File: config.mk
export PLATFORM = sky130hd
export DESIGN_NAME = edpo_divider
export DESIGN_NICKNAME = d
export VERILOG_FILES = /design/src/pkg/edpo_pkg.sv /design/src/pkg/edpo_quad_if.sv /design/src/edpo_quad_gen.sv /design/src/edpo_divider.sv
export SDC_FILE = /design/constraint.sdc
export NUM_CORES = 1
export LEC_CHECK = 0
export ABC_CLOCK_PERIOD_IN_PS = 3640
export BUFFER_PORTS_ARGS = -buffer_cell sky130_fd_sc_hd__buf_4
export CELL_PAD_IN_SITES_DETAIL_PLACEMENT = 1
export CELL_PAD_IN_SITES_GLOBAL_PLACEMENT = 2
export CORE_AREA = 3 3 168 170
export CTS_CLUSTER_DIAMETER = 150
export DETAILED_ROUTE_END_ITERATION = 10
export DIE_AREA = 0 0 171 173
export GPL_ROUTABILITY_DRIVEN = 1
export HOLD_SLACK_MARGIN = 0.08
export PLACE_DENSITY = 0.81
export RECOVER_POWER = 100
export SLEW_MARGIN = 20
export SYNTH_ARGS = -nofsm -noshare
export SYNTH_HDL_FRONTEND = slang
export SYNTH_HIERARCHICAL = 1
export SYNTH_SLANG_ARGS = --single-unit
File: constraint.sdc
create_clock -name clk -period 3.64 [get_ports clk]
set_input_delay 0.364 -clock clk [delete_from_list [all_inputs] [get_ports clk]]
set_output_delay 0.364 -clock clk [all_outputs]
set_load 0.02 [all_outputs]
File: src/pkg/edpo_pkg.sv
// Constants, mode type and count checks for the encoder divided pulse output.
// Assumes an 18-bit single-turn position word and a 125 MHz system clock.
// Contract
// Phase A and B are two trains ninety degrees apart.
// Pulse-encoder semi-closed mode forwards encoder pulses, ignoring pulse count setting.
// Serial mode divides encoder counts to programmed pulses; 16 to 1,073,741,824, default 512.
// A new pulse count takes effect only after a restart.
// Index output gives one pulse per mechanical revolution.
// Index pulse width equals phase A pulse width.
// Reverse rotation setting keeps the same output phase form.
// 18-bit encoder: any count to 16,384; x2 to 32,768; x4 to 65,536. Code accepts x2 counts only from 16,836 (BAND_X2_MIN).
// Pulse setting error alarm when count breaks range or increment.
// Speed ceiling per count band: 16,000/12,000/6,000/3,000/1,500 per minute.
// Overspeed alarm when speed exceeds ceiling; output rate capped near 1.6 Mpps.
// Host turns motor two revolutions, or homes at 600 per minute or slower.
// Each phase is a complementary pair, inverted line always opposite.
// Forward rotation: A leads B; reverse rotation: B leads A.
`default_nettype none
package edpo_pkg;
    localparam int          ADDR_W        = 8;
    localparam int          DATA_W        = 32;
    localparam int          POS_W         = 18;
    localparam int          CNT_W         = 31;
    localparam int          SPD_W         = 16;
    localparam int          CLK_MHZ       = 125;
    localparam logic [19:0] ENC_COUNTS    = 20'h40000;
    localparam logic [30:0] PULSES_RESET  = 31'h00000200;
    localparam logic [30:0] PULSES_MIN    = 31'h00000010;
    localparam logic [30:0] BAND_ANY_MAX  = 31'h00004000;
    localparam logic [30:0] BAND_X2_MIN   = 31'h000041C4;
    localparam logic [30:0] BAND_X2_MAX   = 31'h00008000;
    localparam logic [30:0] BAND_X4_MIN   = 31'h00008004;
    localparam logic [30:0] BAND_X4_MAX   = 31'h00010000;
    localparam logic [30:0] SPD_BAND1_MAX = 31'h00001800;
    localparam logic [30:0] SPD_BAND2_MAX = 31'h00002000;
    localparam logic [15:0] SPD_CEIL1     = 16'h3E80;
    localparam logic [15:0] SPD_CEIL2     = 16'h2EE0;
    localparam logic [15:0] SPD_CEIL3     = 16'h1770;
    localparam logic [15:0] SPD_CEIL4     = 16'h0BB8;
    localparam logic [15:0] SPD_CEIL5     = 16'h05DC;
    localparam logic [7:0]  REG_CTRL      = 8'h00;
    localparam logic [7:0]  REG_PULSES    = 8'h04;
    localparam logic [7:0]  REG_RESTART   = 8'h08;
    localparam logic [7:0]  REG_STATUS    = 8'h0C;
    localparam logic [7:0]  REG_ACTIVE    = 8'h10;
    localparam logic [7:0]  REG_IRQ_STAT  = 8'h14;
    localparam logic [7:0]  REG_IRQ_EN    = 8'h18;
    localparam logic [7:0]  REG_IRQ_CLR   = 8'h1C;
    localparam logic [7:0]  REG_SPD_CEIL  = 8'h20;
    localparam int          CTRL_REV_BIT  = 0;
    localparam int          CTRL_PASS_BIT = 1;
    localparam int          RESTART_BIT   = 0;
    localparam int          IRQ_W         = 3;
    localparam int          IRQ_SETERR    = 0;
    localparam int          IRQ_OVERSPD   = 1;
    localparam int          IRQ_INDEX     = 2;

    typedef enum logic [1:0] {
        MODE_DIVIDE,
        MODE_PASS,
        MODE_FAULT
    } edpo_mode_t;

    function automatic logic edpo_count_ok(input logic [30:0] n);
        logic ok;
        ok = 1'b0;
        if (n >= PULSES_MIN && n <= BAND_ANY_MAX) begin
            ok = 1'b1;
        end else if (n >= BAND_X2_MIN && n <= BAND_X2_MAX) begin
            ok = (n[0] == 1'b0);
        end else if (n >= BAND_X4_MIN && n <= BAND_X4_MAX) begin
            ok = (n[1:0] == 2'b00);
        end
        return ok;
    endfunction

    function automatic logic [15:0] edpo_speed_ceil(input logic [30:0] n);
        logic [15:0] c;
        c = 16'h0000;
        if (n <= SPD_BAND1_MAX) begin
            c = SPD_CEIL1;
        end else if (n <= SPD_BAND2_MAX) begin
            c = SPD_CEIL2;
        end else if (n <= BAND_ANY_MAX) begin
            c = SPD_CEIL3;
        end else if (n <= BAND_X2_MAX) begin
            c = SPD_CEIL4;
        end else if (n <= BAND_X4_MAX) begin
            c = SPD_CEIL5;
        end
        return c;
    endfunction
endpackage
`default_nettype wire

File: src/pkg/edpo_quad_if.sv
// Step and phase signals between the divider control and the quadrature generator.
// Assumes both ends share one clock.
`default_nettype none
interface edpo_quad_if;
    logic step;
    logic fwd;
    logic idxReq;
    logic phA;
    logic phB;
    logic phC;
    modport ctl (output step, fwd, idxReq, input phA, phB, phC);
    modport gen (input step, fwd, idxReq, output phA, phB, phC);
endinterface
`default_nettype wire

File: src/edpo_quad_gen.sv
// Quadrature state stepper with index gating on phase A.
// Assumes at most one step per clock, driven from registers of the control side.
`default_nettype none
module edpo_quad_gen (
    input  wire logic  clk,     // System clock
    input  wire logic  reset_n, // Async reset, active low
    edpo_quad_if.gen   q        // Steps in, phases out
);
    import edpo_pkg::*;

    typedef struct packed {
        logic [1:0] ph;
        logic       armed;
        logic       c;
    } edpo_gen_t;

    edpo_gen_t st_r;
    edpo_gen_t st_nxt;
    logic      oldA;
    logic      newA;

    always_comb begin
        st_nxt = st_r;
        oldA   = st_r.ph[0] ^ st_r.ph[1];
        newA   = oldA;
        if (q.idxReq) begin
            st_nxt.armed = 1'b1;
        end
        if (q.step) begin
            // Gray walk 00,10,11,01 for forward keeps A ahead of B
            st_nxt.ph = q.fwd ? st_r.ph + 2'b01 : st_r.ph - 2'b01;
            newA      = st_nxt.ph[0] ^ st_nxt.ph[1];
            if (!oldA && newA && (st_r.armed || q.idxReq)) begin
                st_nxt.c     = 1'b1;
                st_nxt.armed = 1'b0;
            end
            if (oldA && !newA) begin
                st_nxt.c = 1'b0;
            end
        end
    end

    always_ff @(posedge clk or negedge reset_n) begin
        if (!reset_n) begin
            st_r <= '0;
        end else begin
            st_r <= st_nxt;
        end
    end

    assign q.phA = st_r.ph[0] ^ st_r.ph[1];
    assign q.phB = st_r.ph[1];
    assign q.phC = st_r.c;

    a_quad_one_edge: assert property (@(posedge clk) disable iff (!reset_n)
        q.step |=> ((q.phA != $past(q.phA)) != (q.phB != $past(q.phB))))
        else $error("step did not move exactly one phase");
    a_lead_fwd: assert property (@(posedge clk) disable iff (!reset_n)
        (q.step && q.fwd && q.phA == q.phB) |=> (q.phA != $past(q.phA)))
        else $error("forward step did not let A lead");
    a_index_rise: assert property (@(posedge clk) disable iff (!reset_n)
        $rose(q.phC) |-> $rose(q.phA))
        else $error("index rose without phase A");
    a_index_fall: assert property (@(posedge clk) disable iff (!reset_n)
        $fell(q.phA) |-> !q.phC)
        else $error("index outlived phase A");
    c_index_pulse: cover property (@(posedge clk) disable iff (!reset_n) $rose(q.phC));
endmodule
`default_nettype wire

File: src/edpo_divider.sv
// Encoder divided pulse output: register port, divider, pass-through and alarms.
// Assumes synchronous inputs, one position sample moving at most one count.
//
// The placing of the registers and the plain strobed port were decided locally.
`default_nettype none
module edpo_divider (
    input  wire logic                        clk,           // System clock 125 MHz
    input  wire logic                        reset_n,       // Async reset, active low
    input  wire logic [edpo_pkg::ADDR_W-1:0] regAddr,       // Register byte address
    input  wire logic [edpo_pkg::DATA_W-1:0] regWdata,      // Register write data
    input  wire logic                        regWr,         // Write strobe
    input  wire logic                        regRd,         // Read strobe
    output var  logic [edpo_pkg::DATA_W-1:0] regRdata,      // Read data, cycle after strobe
    input  wire logic [edpo_pkg::POS_W-1:0]  encPos,        // Serial encoder position
    input  wire logic                        encValid,      // Position sample strobe
    input  wire logic                        encA,          // Pulse encoder phase A
    input  wire logic                        encB,          // Pulse encoder phase B
    input  wire logic                        encC,          // Pulse encoder index
    input  wire logic [edpo_pkg::SPD_W-1:0]  motorSpeed,    // Speed magnitude per minute
    output var  logic                        quad_out_a,    // Phase A
    output var  logic                        quad_out_a_n,  // Phase A inverted
    output var  logic                        quad_out_b,    // Phase B
    output var  logic                        quad_out_b_n,  // Phase B inverted
    output var  logic                        index_out,     // Phase C index
    output var  logic                        index_out_n,   // Phase C inverted
    output var  logic                        intReq         // Level interrupt
);
    import edpo_pkg::*;

    typedef struct packed {
        logic             reverseSel;
        logic             passSel;
        logic [CNT_W-1:0] pulsesPend;
        logic [CNT_W-1:0] pulsesAct;
        logic             reverseAct;
        edpo_mode_t       mode;
        logic [POS_W-1:0] prevPos;
        logic             primed;
        logic [POS_W-1:0] acc;
        logic             step;
        logic             stepFwd;
        logic             idxReq;
        logic             setErr;
        logic             overSpd;
        logic [IRQ_W-1:0] irqStat;
        logic [IRQ_W-1:0] irqEn;
        logic [DATA_W-1:0] rdata;
        logic             pA;
        logic             pAn;
        logic             pB;
        logic             pBn;
        logic             pC;
        logic             pCn;
        logic             irq;
    } edpo_state_t;

    edpo_state_t      st_r;
    edpo_state_t      st_nxt;
    logic [POS_W-1:0] delta;
    logic             deltaFwd;
    logic             deltaRev;
    logic [18:0]      inc;
    logic [19:0]      accT;
    logic [15:0]      ceilNow;
    logic             restartWr;
    logic             overNow;
    logic [IRQ_W-1:0] irqSet;
    logic [IRQ_W-1:0] irqClr;
    logic             aA;
    logic             aB;
    logic             aC;

    edpo_quad_if qif ();

    edpo_quad_gen edpo_quad_gen_i (
        .clk     (clk),
        .reset_n (reset_n),
        .q       (qif.gen)
    );

    assign qif.step   = st_r.step;
    assign qif.fwd    = st_r.stepFwd;
    assign qif.idxReq = st_r.idxReq;

    always_comb begin
        st_nxt    = st_r;
        delta     = encPos - st_r.prevPos;
        deltaFwd  = encValid && st_r.primed && (delta == 18'h00001);
        deltaRev  = encValid && st_r.primed && (delta == 18'h3FFFF);
        inc       = {st_r.pulsesAct[16:0], 2'b00};
        accT      = {2'b00, st_r.acc};
        ceilNow   = edpo_speed_ceil(st_r.pulsesAct);
        restartWr = regWr && (regAddr == REG_RESTART) && regWdata[RESTART_BIT];
        irqSet    = '0;
        irqClr    = '0;
        aA        = 1'b0;
        aB        = 1'b0;
        aC        = 1'b0;

        // Register writes
        if (regWr) begin
            if (regAddr == REG_CTRL) begin
                st_nxt.reverseSel = regWdata[CTRL_REV_BIT];
                st_nxt.passSel    = regWdata[CTRL_PASS_BIT];
            end else if (regAddr == REG_PULSES) begin
                st_nxt.pulsesPend = regWdata[CNT_W-1:0];
            end else if (regAddr == REG_IRQ_EN) begin
                st_nxt.irqEn = regWdata[IRQ_W-1:0];
            end else if (regAddr == REG_IRQ_CLR) begin
                irqClr = regWdata[IRQ_W-1:0];
            end
        end

        // Settings move to the active copy only on restart
        if (restartWr) begin
            st_nxt.pulsesAct  = st_r.pulsesPend;
            st_nxt.reverseAct = st_r.reverseSel;
            st_nxt.acc        = '0;
            st_nxt.primed     = 1'b0;
            if (st_r.passSel) begin
                st_nxt.mode   = MODE_PASS;
                st_nxt.setErr = 1'b0;
            end else if (edpo_count_ok(st_r.pulsesPend)) begin
                st_nxt.mode   = MODE_DIVIDE;
                st_nxt.setErr = 1'b0;
            end else begin
                st_nxt.mode   = MODE_FAULT;
                st_nxt.setErr = 1'b1;
                irqSet[IRQ_SETERR] = 1'b1;
            end
        end

        // Divider: 4N quadrature edges per ENC_COUNTS encoder counts
        st_nxt.step   = 1'b0;
        st_nxt.idxReq = 1'b0;
        if (encValid) begin
            st_nxt.prevPos = encPos;
            st_nxt.primed  = !restartWr;
        end
        if (st_r.mode == MODE_DIVIDE && !restartWr && (deltaFwd || deltaRev)) begin
            if (deltaFwd) begin
                accT = {2'b00, st_r.acc} + {1'b0, inc};
                if (accT >= ENC_COUNTS) begin
                    accT        = accT - ENC_COUNTS;
                    st_nxt.step = 1'b1;
                end
            end else begin
                accT = {2'b00, st_r.acc} - {1'b0, inc};
                if (accT[19]) begin
                    accT        = accT + ENC_COUNTS;
                    st_nxt.step = 1'b1;
                end
            end
            st_nxt.acc = accT[POS_W-1:0];
            // Reverse setting flips the motor sense so the emitted form is unchanged
            st_nxt.stepFwd = deltaFwd ^ st_r.reverseAct;
            st_nxt.idxReq  = (deltaFwd && encPos == '0) ||
                             (deltaRev && st_r.prevPos == '0);
            irqSet[IRQ_INDEX] = st_nxt.idxReq;
        end

        // Speed ceiling follows the count band; at most one edge per sample caps rate
        overNow        = (st_r.mode == MODE_DIVIDE) && (motorSpeed > ceilNow);
        st_nxt.overSpd = overNow;
        if (overNow && !st_r.overSpd) begin
            irqSet[IRQ_OVERSPD] = 1'b1;
        end

        // Sticky status: a set in the clear cycle wins
        st_nxt.irqStat = (st_r.irqStat & ~irqClr) | irqSet;
        st_nxt.irq     = |(st_nxt.irqStat & st_nxt.irqEn);

        // Output pins
        if (st_r.mode == MODE_PASS) begin
            aA = encA;
            aB = encB;
            aC = encC;
        end else if (st_r.mode == MODE_DIVIDE) begin
            aA = qif.phA;
            aB = qif.phB;
            aC = qif.phC;
        end
        st_nxt.pA  = aA;
        st_nxt.pAn = ~aA;
        st_nxt.pB  = aB;
        st_nxt.pBn = ~aB;
        st_nxt.pC  = aC;
        st_nxt.pCn = ~aC;

        // Read data only in the cycle after the strobe
        st_nxt.rdata = '0;
        if (regRd) begin
            if (regAddr == REG_CTRL) begin
                st_nxt.rdata[CTRL_REV_BIT]  = st_r.reverseSel;
                st_nxt.rdata[CTRL_PASS_BIT] = st_r.passSel;
            end else if (regAddr == REG_PULSES) begin
                st_nxt.rdata = {1'b0, st_r.pulsesPend};
            end else if (regAddr == REG_STATUS) begin
                st_nxt.rdata[3:0] = {st_r.reverseAct, (st_r.mode == MODE_PASS),
                                     st_r.overSpd, st_r.setErr};
            end else if (regAddr == REG_ACTIVE) begin
                st_nxt.rdata = {1'b0, st_r.pulsesAct};
            end else if (regAddr == REG_IRQ_STAT) begin
                st_nxt.rdata[IRQ_W-1:0] = st_r.irqStat;
            end else if (regAddr == REG_IRQ_EN) begin
                st_nxt.rdata[IRQ_W-1:0] = st_r.irqEn;
            end else if (regAddr == REG_SPD_CEIL) begin
                st_nxt.rdata[SPD_W-1:0] = ceilNow;
            end
        end
    end

    always_ff @(posedge clk or negedge reset_n) begin
        if (!reset_n) begin
            st_r            <= '0;
            st_r.pulsesPend <= PULSES_RESET;
            st_r.pulsesAct  <= PULSES_RESET;
            st_r.mode       <= MODE_DIVIDE;
            st_r.pAn        <= 1'b1;
            st_r.pBn        <= 1'b1;
            st_r.pCn        <= 1'b1;
        end else begin
            st_r <= st_nxt;
        end
    end

    assign regRdata     = st_r.rdata;
    assign quad_out_a   = st_r.pA;
    assign quad_out_a_n = st_r.pAn;
    assign quad_out_b   = st_r.pB;
    assign quad_out_b_n = st_r.pBn;
    assign index_out    = st_r.pC;
    assign index_out_n  = st_r.pCn;
    assign intReq       = st_r.irq;

    a_pair_ab: assert property (@(posedge clk) disable iff (!reset_n)
        (quad_out_a_n == !quad_out_a) && (quad_out_b_n == !quad_out_b))
        else $error("A or B pair not complementary");
    a_pair_c: assert property (@(posedge clk) disable iff (!reset_n)
        index_out_n == !index_out)
        else $error("index pair not complementary");
    a_pass_follow: assert property (@(posedge clk) disable iff (!reset_n)
        (st_r.mode == MODE_PASS) |=> (quad_out_a == $past(encA)) &&
            (quad_out_b == $past(encB)) && (index_out == $past(encC)))
        else $error("pass-through lost encoder pulses");
    a_hold_count: assert property (@(posedge clk) disable iff (!reset_n)
        !restartWr |=> $stable(st_r.pulsesAct))
        else $error("active count changed without restart");
    a_apply_count: assert property (@(posedge clk) disable iff (!reset_n)
        restartWr |=> st_r.pulsesAct == $past(st_r.pulsesPend))
        else $error("restart did not apply the count");
    a_set_err: assert property (@(posedge clk) disable iff (!reset_n)
        (restartWr && !st_r.passSel && !edpo_count_ok(st_r.pulsesPend))
            |=> st_r.setErr && st_r.irqStat[IRQ_SETERR])
        else $error("bad count raised no setting alarm");
    a_full_rate: assert property (@(posedge clk) disable iff (!reset_n)
        (st_r.mode == MODE_DIVIDE && !restartWr && deltaFwd &&
            st_r.pulsesAct == BAND_X4_MAX) |=> st_r.step)
        else $error("maximum count missed an edge");
    a_dir_sense: assert property (@(posedge clk) disable iff (!reset_n)
        (st_r.mode == MODE_DIVIDE && !restartWr && deltaFwd && st_r.reverseAct)
            |=> (!st_r.step || !st_r.stepFwd))
        else $error("reverse setting did not flip the sense");
    a_overspeed: assert property (@(posedge clk) disable iff (!reset_n)
        (st_r.mode == MODE_DIVIDE && motorSpeed > edpo_speed_ceil(st_r.pulsesAct))
            |=> st_r.overSpd)
        else $error("overspeed not flagged");
    a_index_gated: assert property (@(posedge clk) disable iff (!reset_n)
        (st_r.mode != MODE_DIVIDE) |-> !st_r.step && !st_r.idxReq)
        else $error("divider stepped outside divide mode");

    c_pass_mode: cover property (@(posedge clk) disable iff (!reset_n)
        st_r.mode == MODE_PASS);
    c_set_err: cover property (@(posedge clk) disable iff (!reset_n) $rose(st_r.setErr));
    c_overspeed: cover property (@(posedge clk) disable iff (!reset_n) $rose(st_r.overSpd));
    c_index_out: cover property (@(posedge clk) disable iff (!reset_n) $rose(index_out));
endmodule
`default_nettype wire

==> results of run 1 <==
## cell type report
class,instances,share of cell area (%)
multi-input cells,783,46.32
flip-flops and latches,154,32.09
repair buffers,199,10.92
well taps,341,3.547
clock buffers,17,3.537
inverters,63,1.966
clock inverters,15,1.623
## logic make-up (layout without fill, tap and decap cells)
group,Yosys count,count (layout)
compound gates,255,255
xor+xnor,30,30
fa+ha+maj,64,64
buf+inv,140,294
flops,154,154
mux,63,63
other cells,1,1
simple gates,370,370
## state kept, by name (all words and copies together), names as in the netlist, 2 cells and up
register	cells
edpo_quad_gen_i/st_r	2
regRdata	31
inc	17
st_r	92
## worst max-delay path by stage
stage / from / to
2_1_floorplan: inc[3] / intReq
3_3_place_gp: inc[3] / intReq
3_5_place_dp: inc[3] / intReq
4_1_cts: inc[3] / intReq
5_1_grt: inc[6] / intReq
6_report: inc[3] / intReq
## power by group through the flow
stage / clock network [mW] / logic [mW] / registers (mW)
floorplan: 0 / 0.485 / 1.83
global route: 1.98 / 0.936 / 1.82
detailed placement: 0 / 0.803 / 1.85
CTS: 1.90 / 0.814 / 1.81
global placement: 0 / 0.786 / 1.84
finish: 1.87 / 0.841 / 1.82
## stage by stage
step,instance area (sq um),std cells,util (%)
5_1_grt,12030,1572,44.76
2_1_floorplan,9893,1077,-
3_3_place_gp,11300,1532,42.06
4_1_cts,11990,1565,44.60
6_report,12030,1572,44.76
3_5_place_dp,11300,1532,42.06
## what timing repair did
item,in CTS,in global routing
pin swaps,0,20
endpoints found under the hold margin,24,0
resized for setup,9,40
hold buffers,1,0
endpoints found under the setup margin,8,19
setup buffers,0,7
## placed cells by master (no fill, tap or decap), drive strengths merged, types with 10 or more instances in the layout
cell type,count
inv,68
nand2,137
nand2b,16
nor4,29
clkbuf,69
mux2i,23
o21ai,82
nor3,15
ha,61
xnor2,18
a21oi,57
nand4,10
a22oi,25
a221oi,11
xor2,12
nor2,70
dfrtp,149
mux2,40
nor2b,10
buf,146
nand3,29
## routing by layer
| metal | routed length, um | GRT usage (%) | part of all wire (%) |
|---|---|---|---|
| met2 | 15150 | 35.15 | 49 |
| met1 | 14480 | 28.68 | 47 |
| met5 | 13 | 0 | 0.042 |
| met4 | 350 | 4.661 | 1.1 |
| met3 | 952 | 3.064 | 3.1 |
==> flow_summary.json, run 1 <==
{
  "violations": "capacitance limit, slew limit",
  "area_growth_pct": 21.59,
  "drive_gt1_share_pct": 23.56,
  "synth_top_area_share_pct": 37.69,
  "final-setup-viol-count": 0,
  "grt_usage_pct": 20.96,
  "period_share_pct": 96.21,
  "syn_area_sq_um": 9893,
  "clk_path_buf_depth": 2,
  "min_to": "st_r[144]",
  "end_kind": "register",
  "first_pass_iters": 5,
  "yosys-mux-area-fraction_pct": 6.918,
  "die_area_sq_um": 29580,
  "slew_violations": 91,
  "gr-total-overflow": 0,
  "layout_setup_ws_ps": 138.1,
  "rr_startpoint": "inc[3]",
  "drv_cap": 1,
  "clkPwrFrac_pct": 41.3,
  "tns_ps": 0,
  "p_total_mw": 4.524,
  "arrival_ps": 3810,
  "min_path_cells": 2,
  "finalClockSkew_ps": 24.67,
  "portBuffers": 118,
  "yosys_warnings": 6,
  "core_area_sq_um": 26880,
  "synth_top_family_by_area": "simple AND/OR/NAND/NOR gates",
  "initial_core_util_pct": 36.81,
  "p_seq_share_pct": 40.1,
  "ys_types": 78,
  "slowest_delay_ps": 390,
  "crit_slowest_cell": "dfrtp_1",
  "synthFlopType": "dfrtp_1",
  "power.internal_mw": 3.060,
  "antenna_left": 0,
  "worstHoldPathType": "in2reg",
  "globalplace.congestion": 0.8703,
  "switching_share_pct": 32.34,
  "power_switching_mw": 1.463,
  "vdd_drop_max_v": 0.0002599,
  "dieHeight_um": 173,
  "multiInputGateArea_sq_um": 5572,
  "rr_worst_depth": 20,
  "cts-buffers-inserted": 17,
  "async_flop_share_pct": 100.0,
  "ys_ff_latch": 154,
  "crit_type": "reg2reg",
  "grt_max_degree": 91,
  "cts_root_buf": "clkbuf_16",
  "worstPathCellList": "nor4_2 -> buf_4 -> nand3_4 -> nor3_4 -> nand2_2 -> buf_4 -> nor2_2 -> inv_1 -> a21oi_2 -> inv_1 -> ha_1 -> a21o_1 -> a21o_1 -> a21oi_1 -> o21ai_0 -> a21oi_1 -> buf_4 -> o31ai_4 -> a221oi_2 -> a31oi_1",
  "dp_slack_ps": -304.3,
  "ys_seq_area_share_pct": 39.02,
  "r2r_slack_ps": 140,
  "drc": 0,
  "via_count": 8593,
  "dp_hpwl_mm": 23.76,
  "synthTopCellsByArea": "dfrtp_1, ha_1, nand2_1, mux2_2, o21ai_0",
  "leakage_nw": 5.619,
  "grt_pass1_wl_mm": 49.61,
  "critPathMaxFanout": 3,
  "yosysMostFrequentCell": "dfrtp_1",
  "vias_per_cell": 5.466,
  "status": "finished, violations left",
  "synth_xor_area_share_pct": 2.846,
  "cts.clk_slew.worst_paths_ps": 90,
  "nFillCells": 3121,
  "syn_nets": 1223,
  "synth_cells": 1077,
  "required_ps": 3950,
  "routedWlPerCell_um": 19.69,
  "rows": 60,
  "die_w_um": 171,
  "path_depth": 20,
  "fin_nets": 1364,
  "synth_compound_gate_area_share_pct": 17.00,
  "clock_sinks": 154,
  "r2r_end": "intReq",
  "synth_fa_ha_area_share_pct": 8.322,
  "regArea_sq_um": 3860,
  "timing.hold.ws_ps": 150.5,
  "rsz0062_at_grt": "yes",
  "synthSimpleGateAreaFrac_pct": 18.82,
  "cp_num_buf_inv": 5,
  "antenna_found_initial": 1,
  "fmax_ghz": 0.2856,
  "cp-start-kind": "register",
  "drtIter0Drc": 398,
  "cts_tree": "done",
  "clock_latency_ps": 440,
  "tightest_slew_ps": 2361,
  "worst_hold_startpoint": "regWdata[23]",
  "antenna_cells": 0,
  "grt_pass1_vias": 9132,
  "power_density_nw_per_um2": 376.1,
  "synth_edf_count": 0,
  "max_slew_margin_pct": -57.39,
  "io_pins": 121,
  "path_delay_family": "compound AO/OA/AOI/OAI gates",
  "layout_min_cycle_time_ps": 3502,
  "wl_mm": 30.95,
  "cp_common_cell": "buf_4",
  "synthTopCellsByCount": "dfrtp_1, nand2_1, nor2_1, o21ai_0, inv_1",
  "htreeDepth": 4,
  "hold_violations": 0,
  "p_comb_share_pct": 18.6,
  "synth.avg_cell_area_sq_um": 9.186,
  "yosysTopAreaCell": "dfrtp_1"
}
Power figures use the tool's default switching activity.
==> run 2, diff against run 1 <==
ABC_CLOCK_PERIOD_IN_PS = 3400   (was 3640)
CTS_CLUSTER_DIAMETER = 120   (was 150)
clock period = 3.4 ns   (was 3.64 ns; I/O delays follow)
==> run 2 against run 1 <==
  * The run ends with capacitance limit, slew limit, setup timing left
  * Clock-buffer cell count unchanged
  * Sequential cell count unchanged
  * Sequential power up 7%
  * Cell count up 2.7%
  * Clock power up 11%
  * Fmax down 3.4%
  * Critical endpoint unchanged
==> flow_summary.json, run 2 (same netlist as run 1, synthesis figures left out) <==
{
  "fmax_ghz": 0.2759,
  "vdd_drop_max_v": 0.0002751,
  "area_growth_pct": 26.87,
  "end_kind": "register",
  "clk_path_buf_depth": 2,
  "worstHoldPathType": "in2reg",
  "crit_type": "reg2reg",
  "cts_root_buf": "clkbuf_16",
  "stdcell_count": 1614,
  "nFillCells": 3120,
  "max_slew_margin_pct": -61.13,
  "drv_cap": 2,
  "switching_share_pct": 33.12,
  "tightest_slew_ps": 2417,
  "p_comb_share_pct": 20.1,
  "required_ps": 3750,
  "cp-start-kind": "register",
  "grt_pass1_vias": 9490,
  "final-setup-viol-count": 9,
  "final_util_pct": 46.70,
  "dieHeight_um": 173,
  "arrival_ps": 3970,
  "die_area_sq_um": 29580,
  "slew_violations": 73,
  "rows": 60,
  "min_path_cells": 2,
  "routedWlPerCell_um": 20.45,
  "grt_pass1_wl_mm": 52.24,
  "via_count": 8858,
  "antenna_cells": 0,
  "slowest_delay_ps": 420,
  "grt_usage_pct": 22.13,
  "layout_min_cycle_time_ps": 3625,
  "die_w_um": 171,
  "layout_commonest_cell": "buf_4",
  "core_area_sq_um": 26880,
  "antenna_left": 0,
  "vias_per_cell": 5.488,
  "power_switching_mw": 1.666,
  "status": "finished, violations left",
  "layout_setup_ws_ps": -224.6,
  "cts.clk_slew.worst_paths_ps": 80,
  "cts_tree": "done",
  "finalClockSkew_ps": 20.62,
  "regMostFlops": "st_r",
  "antenna_found_initial": 0,
  "leakage_nw": 5.908,
  "wl_mm": 33.01,
  "io_pins": 121,
  "dp_hpwl_mm": 24.37,
  "drc": 0,
  "power_density_nw_per_um2": 400.8,
  "drive_gt1_share_pct": 28.20,
  "grt_max_degree": 86,
  "largest_register_ffs": 92,
  "period_share_pct": 106.6,
  "crit_slowest_cell": "dfrtp_1",
  "p_seq_share_pct": 38.6,
  "critPathMaxFanout": 5,
  "rsz0062_at_grt": "yes",
  "fin_nets": 1406,
  "mostFrequentLayoutCells": "buf_4, dfrtp_1, nand2_1",
  "clock_sinks": 154,
  "tns_ps": -670.7,
  "drtIter0Drc": 432,
  "rr_worst_depth": 13,
  "hold_violations": 0,
  "htreeDepth": 4,
  "first_pass_iters": 5,
  "cts-buffers-inserted": 17,
  "worstPathCellList": "nor4_4 -> buf_4 -> nand4_1 -> or2_4 -> a21oi_2 -> o211ai_1 -> ha_1 -> nand4_1 -> nor4_4 -> a21oi_2 -> o31ai_4 -> a221oi_2 -> a31oi_1",
  "dp.cells": 1567,
  "portBuffers": 118,
  "globalplace.congestion": 0.8290,
  "violations": "capacitance limit, slew limit, setup timing",
  "p_total_mw": 5.031,
  "initial_core_util_pct": 36.81,
  "multiInputGateArea_sq_um": 5704,
  "regArea_sq_um": 3860,
  "power.internal_mw": 3.365,
  "gr-total-overflow": 0,
  "clkPwrFrac_pct": 41.3,
  "clock_latency_ps": 440
}
## run 2: changes by cell type in the layout (fill, tap and decap cells not counted), sizes merged
cell	delta
inv	+4
buf	+46
clkbuf	-4
clkinv	-3
clkinvlp	-1
## run 2: per-layer routing
| metal | vias to the layer above | wire [um] | track usage [%] |
|---|---|---|---|
| met5 | - | 0 | 0 |
| met4 | 0 | 660 | 5.667 |
| met3 | 37 | 938 | 2.469 |
| met2 | 176 | 16570 | 38.16 |
| met1 | 4459 | 14840 | 29.58 |
| li1 | 4186 | - | - |
## run 2: what timing repair did
| item | CTS | global route |
|---|---|---|
| gates cloned | 0 | 1 |
| resized for setup | 28 | 52 |
| hold endpoints to repair | 33 | 0 |
| hold buffers | 1 | 0 |
| pin swaps | 9 | 26 |
| endpoints found under the setup margin | 22 | 23 |
| buffers inserted | 5 | 10 |
## run 2: critical path, delay by kind of cell, from the launching register on
kind	cells	cell delay (ps)
compound gates	6	1110
fa+ha+maj	1	340
buf+inv	1	160
simple gates	5	1510
flops	1	420
## run 2: power groups by stage
stage          logic (mW)  registers, mW  clock network, mW
2_1_floorplan       0.519           1.95                  0
3_3_place_gp        0.924           1.97                  0
3_5_place_dp        0.951           1.97                  0
4_1_cts             0.973           1.94               2.11
5_1_grt              1.12           1.95               2.19
6_report             1.01           1.94               2.08
## run 2: path summary, 6_finish.rpt
check / start / endpoint / slack (ps)
worst max register to register: st_r[107] / intReq / -220
min in group asynchronous: reset_n / st_r[61] / 1190
worst max-delay path: st_r[107] / intReq / -220
worst min-delay path: regWdata[28] / st_r[149] / 130
max in group asynchronous: reset_n / st_r[71] / 410
worst min register to register: st_r[68] / st_r[68] / 510
## run 2: per-stage QoR
| stage | hold WS, ps | setup slack, ps | instance area [sq um] |
|---|---|---|---|
| CTS | 120.1 | -155.4 | 12420 |
| floorplan | 44.41 | 77.95 | 9893 |
| global placement | 286.5 | -319.3 | 11600 |
| finish | 130.9 | -224.6 | 12550 |
| global route | 118.3 | -358.5 | 12550 |
| detailed placement | 287.0 | -517.0 | 11600 |
## run 2: layout make-up
cell class | instances | area share, %
sequential | 154 | 30.75
tap | 341 | 3.399
timing repair buffer | 241 | 13.47
clock buffer | 17 | 3.389
multi-input combinational | 783 | 45.44
inverter | 63 | 1.884
clock inverter | 15 | 1.665
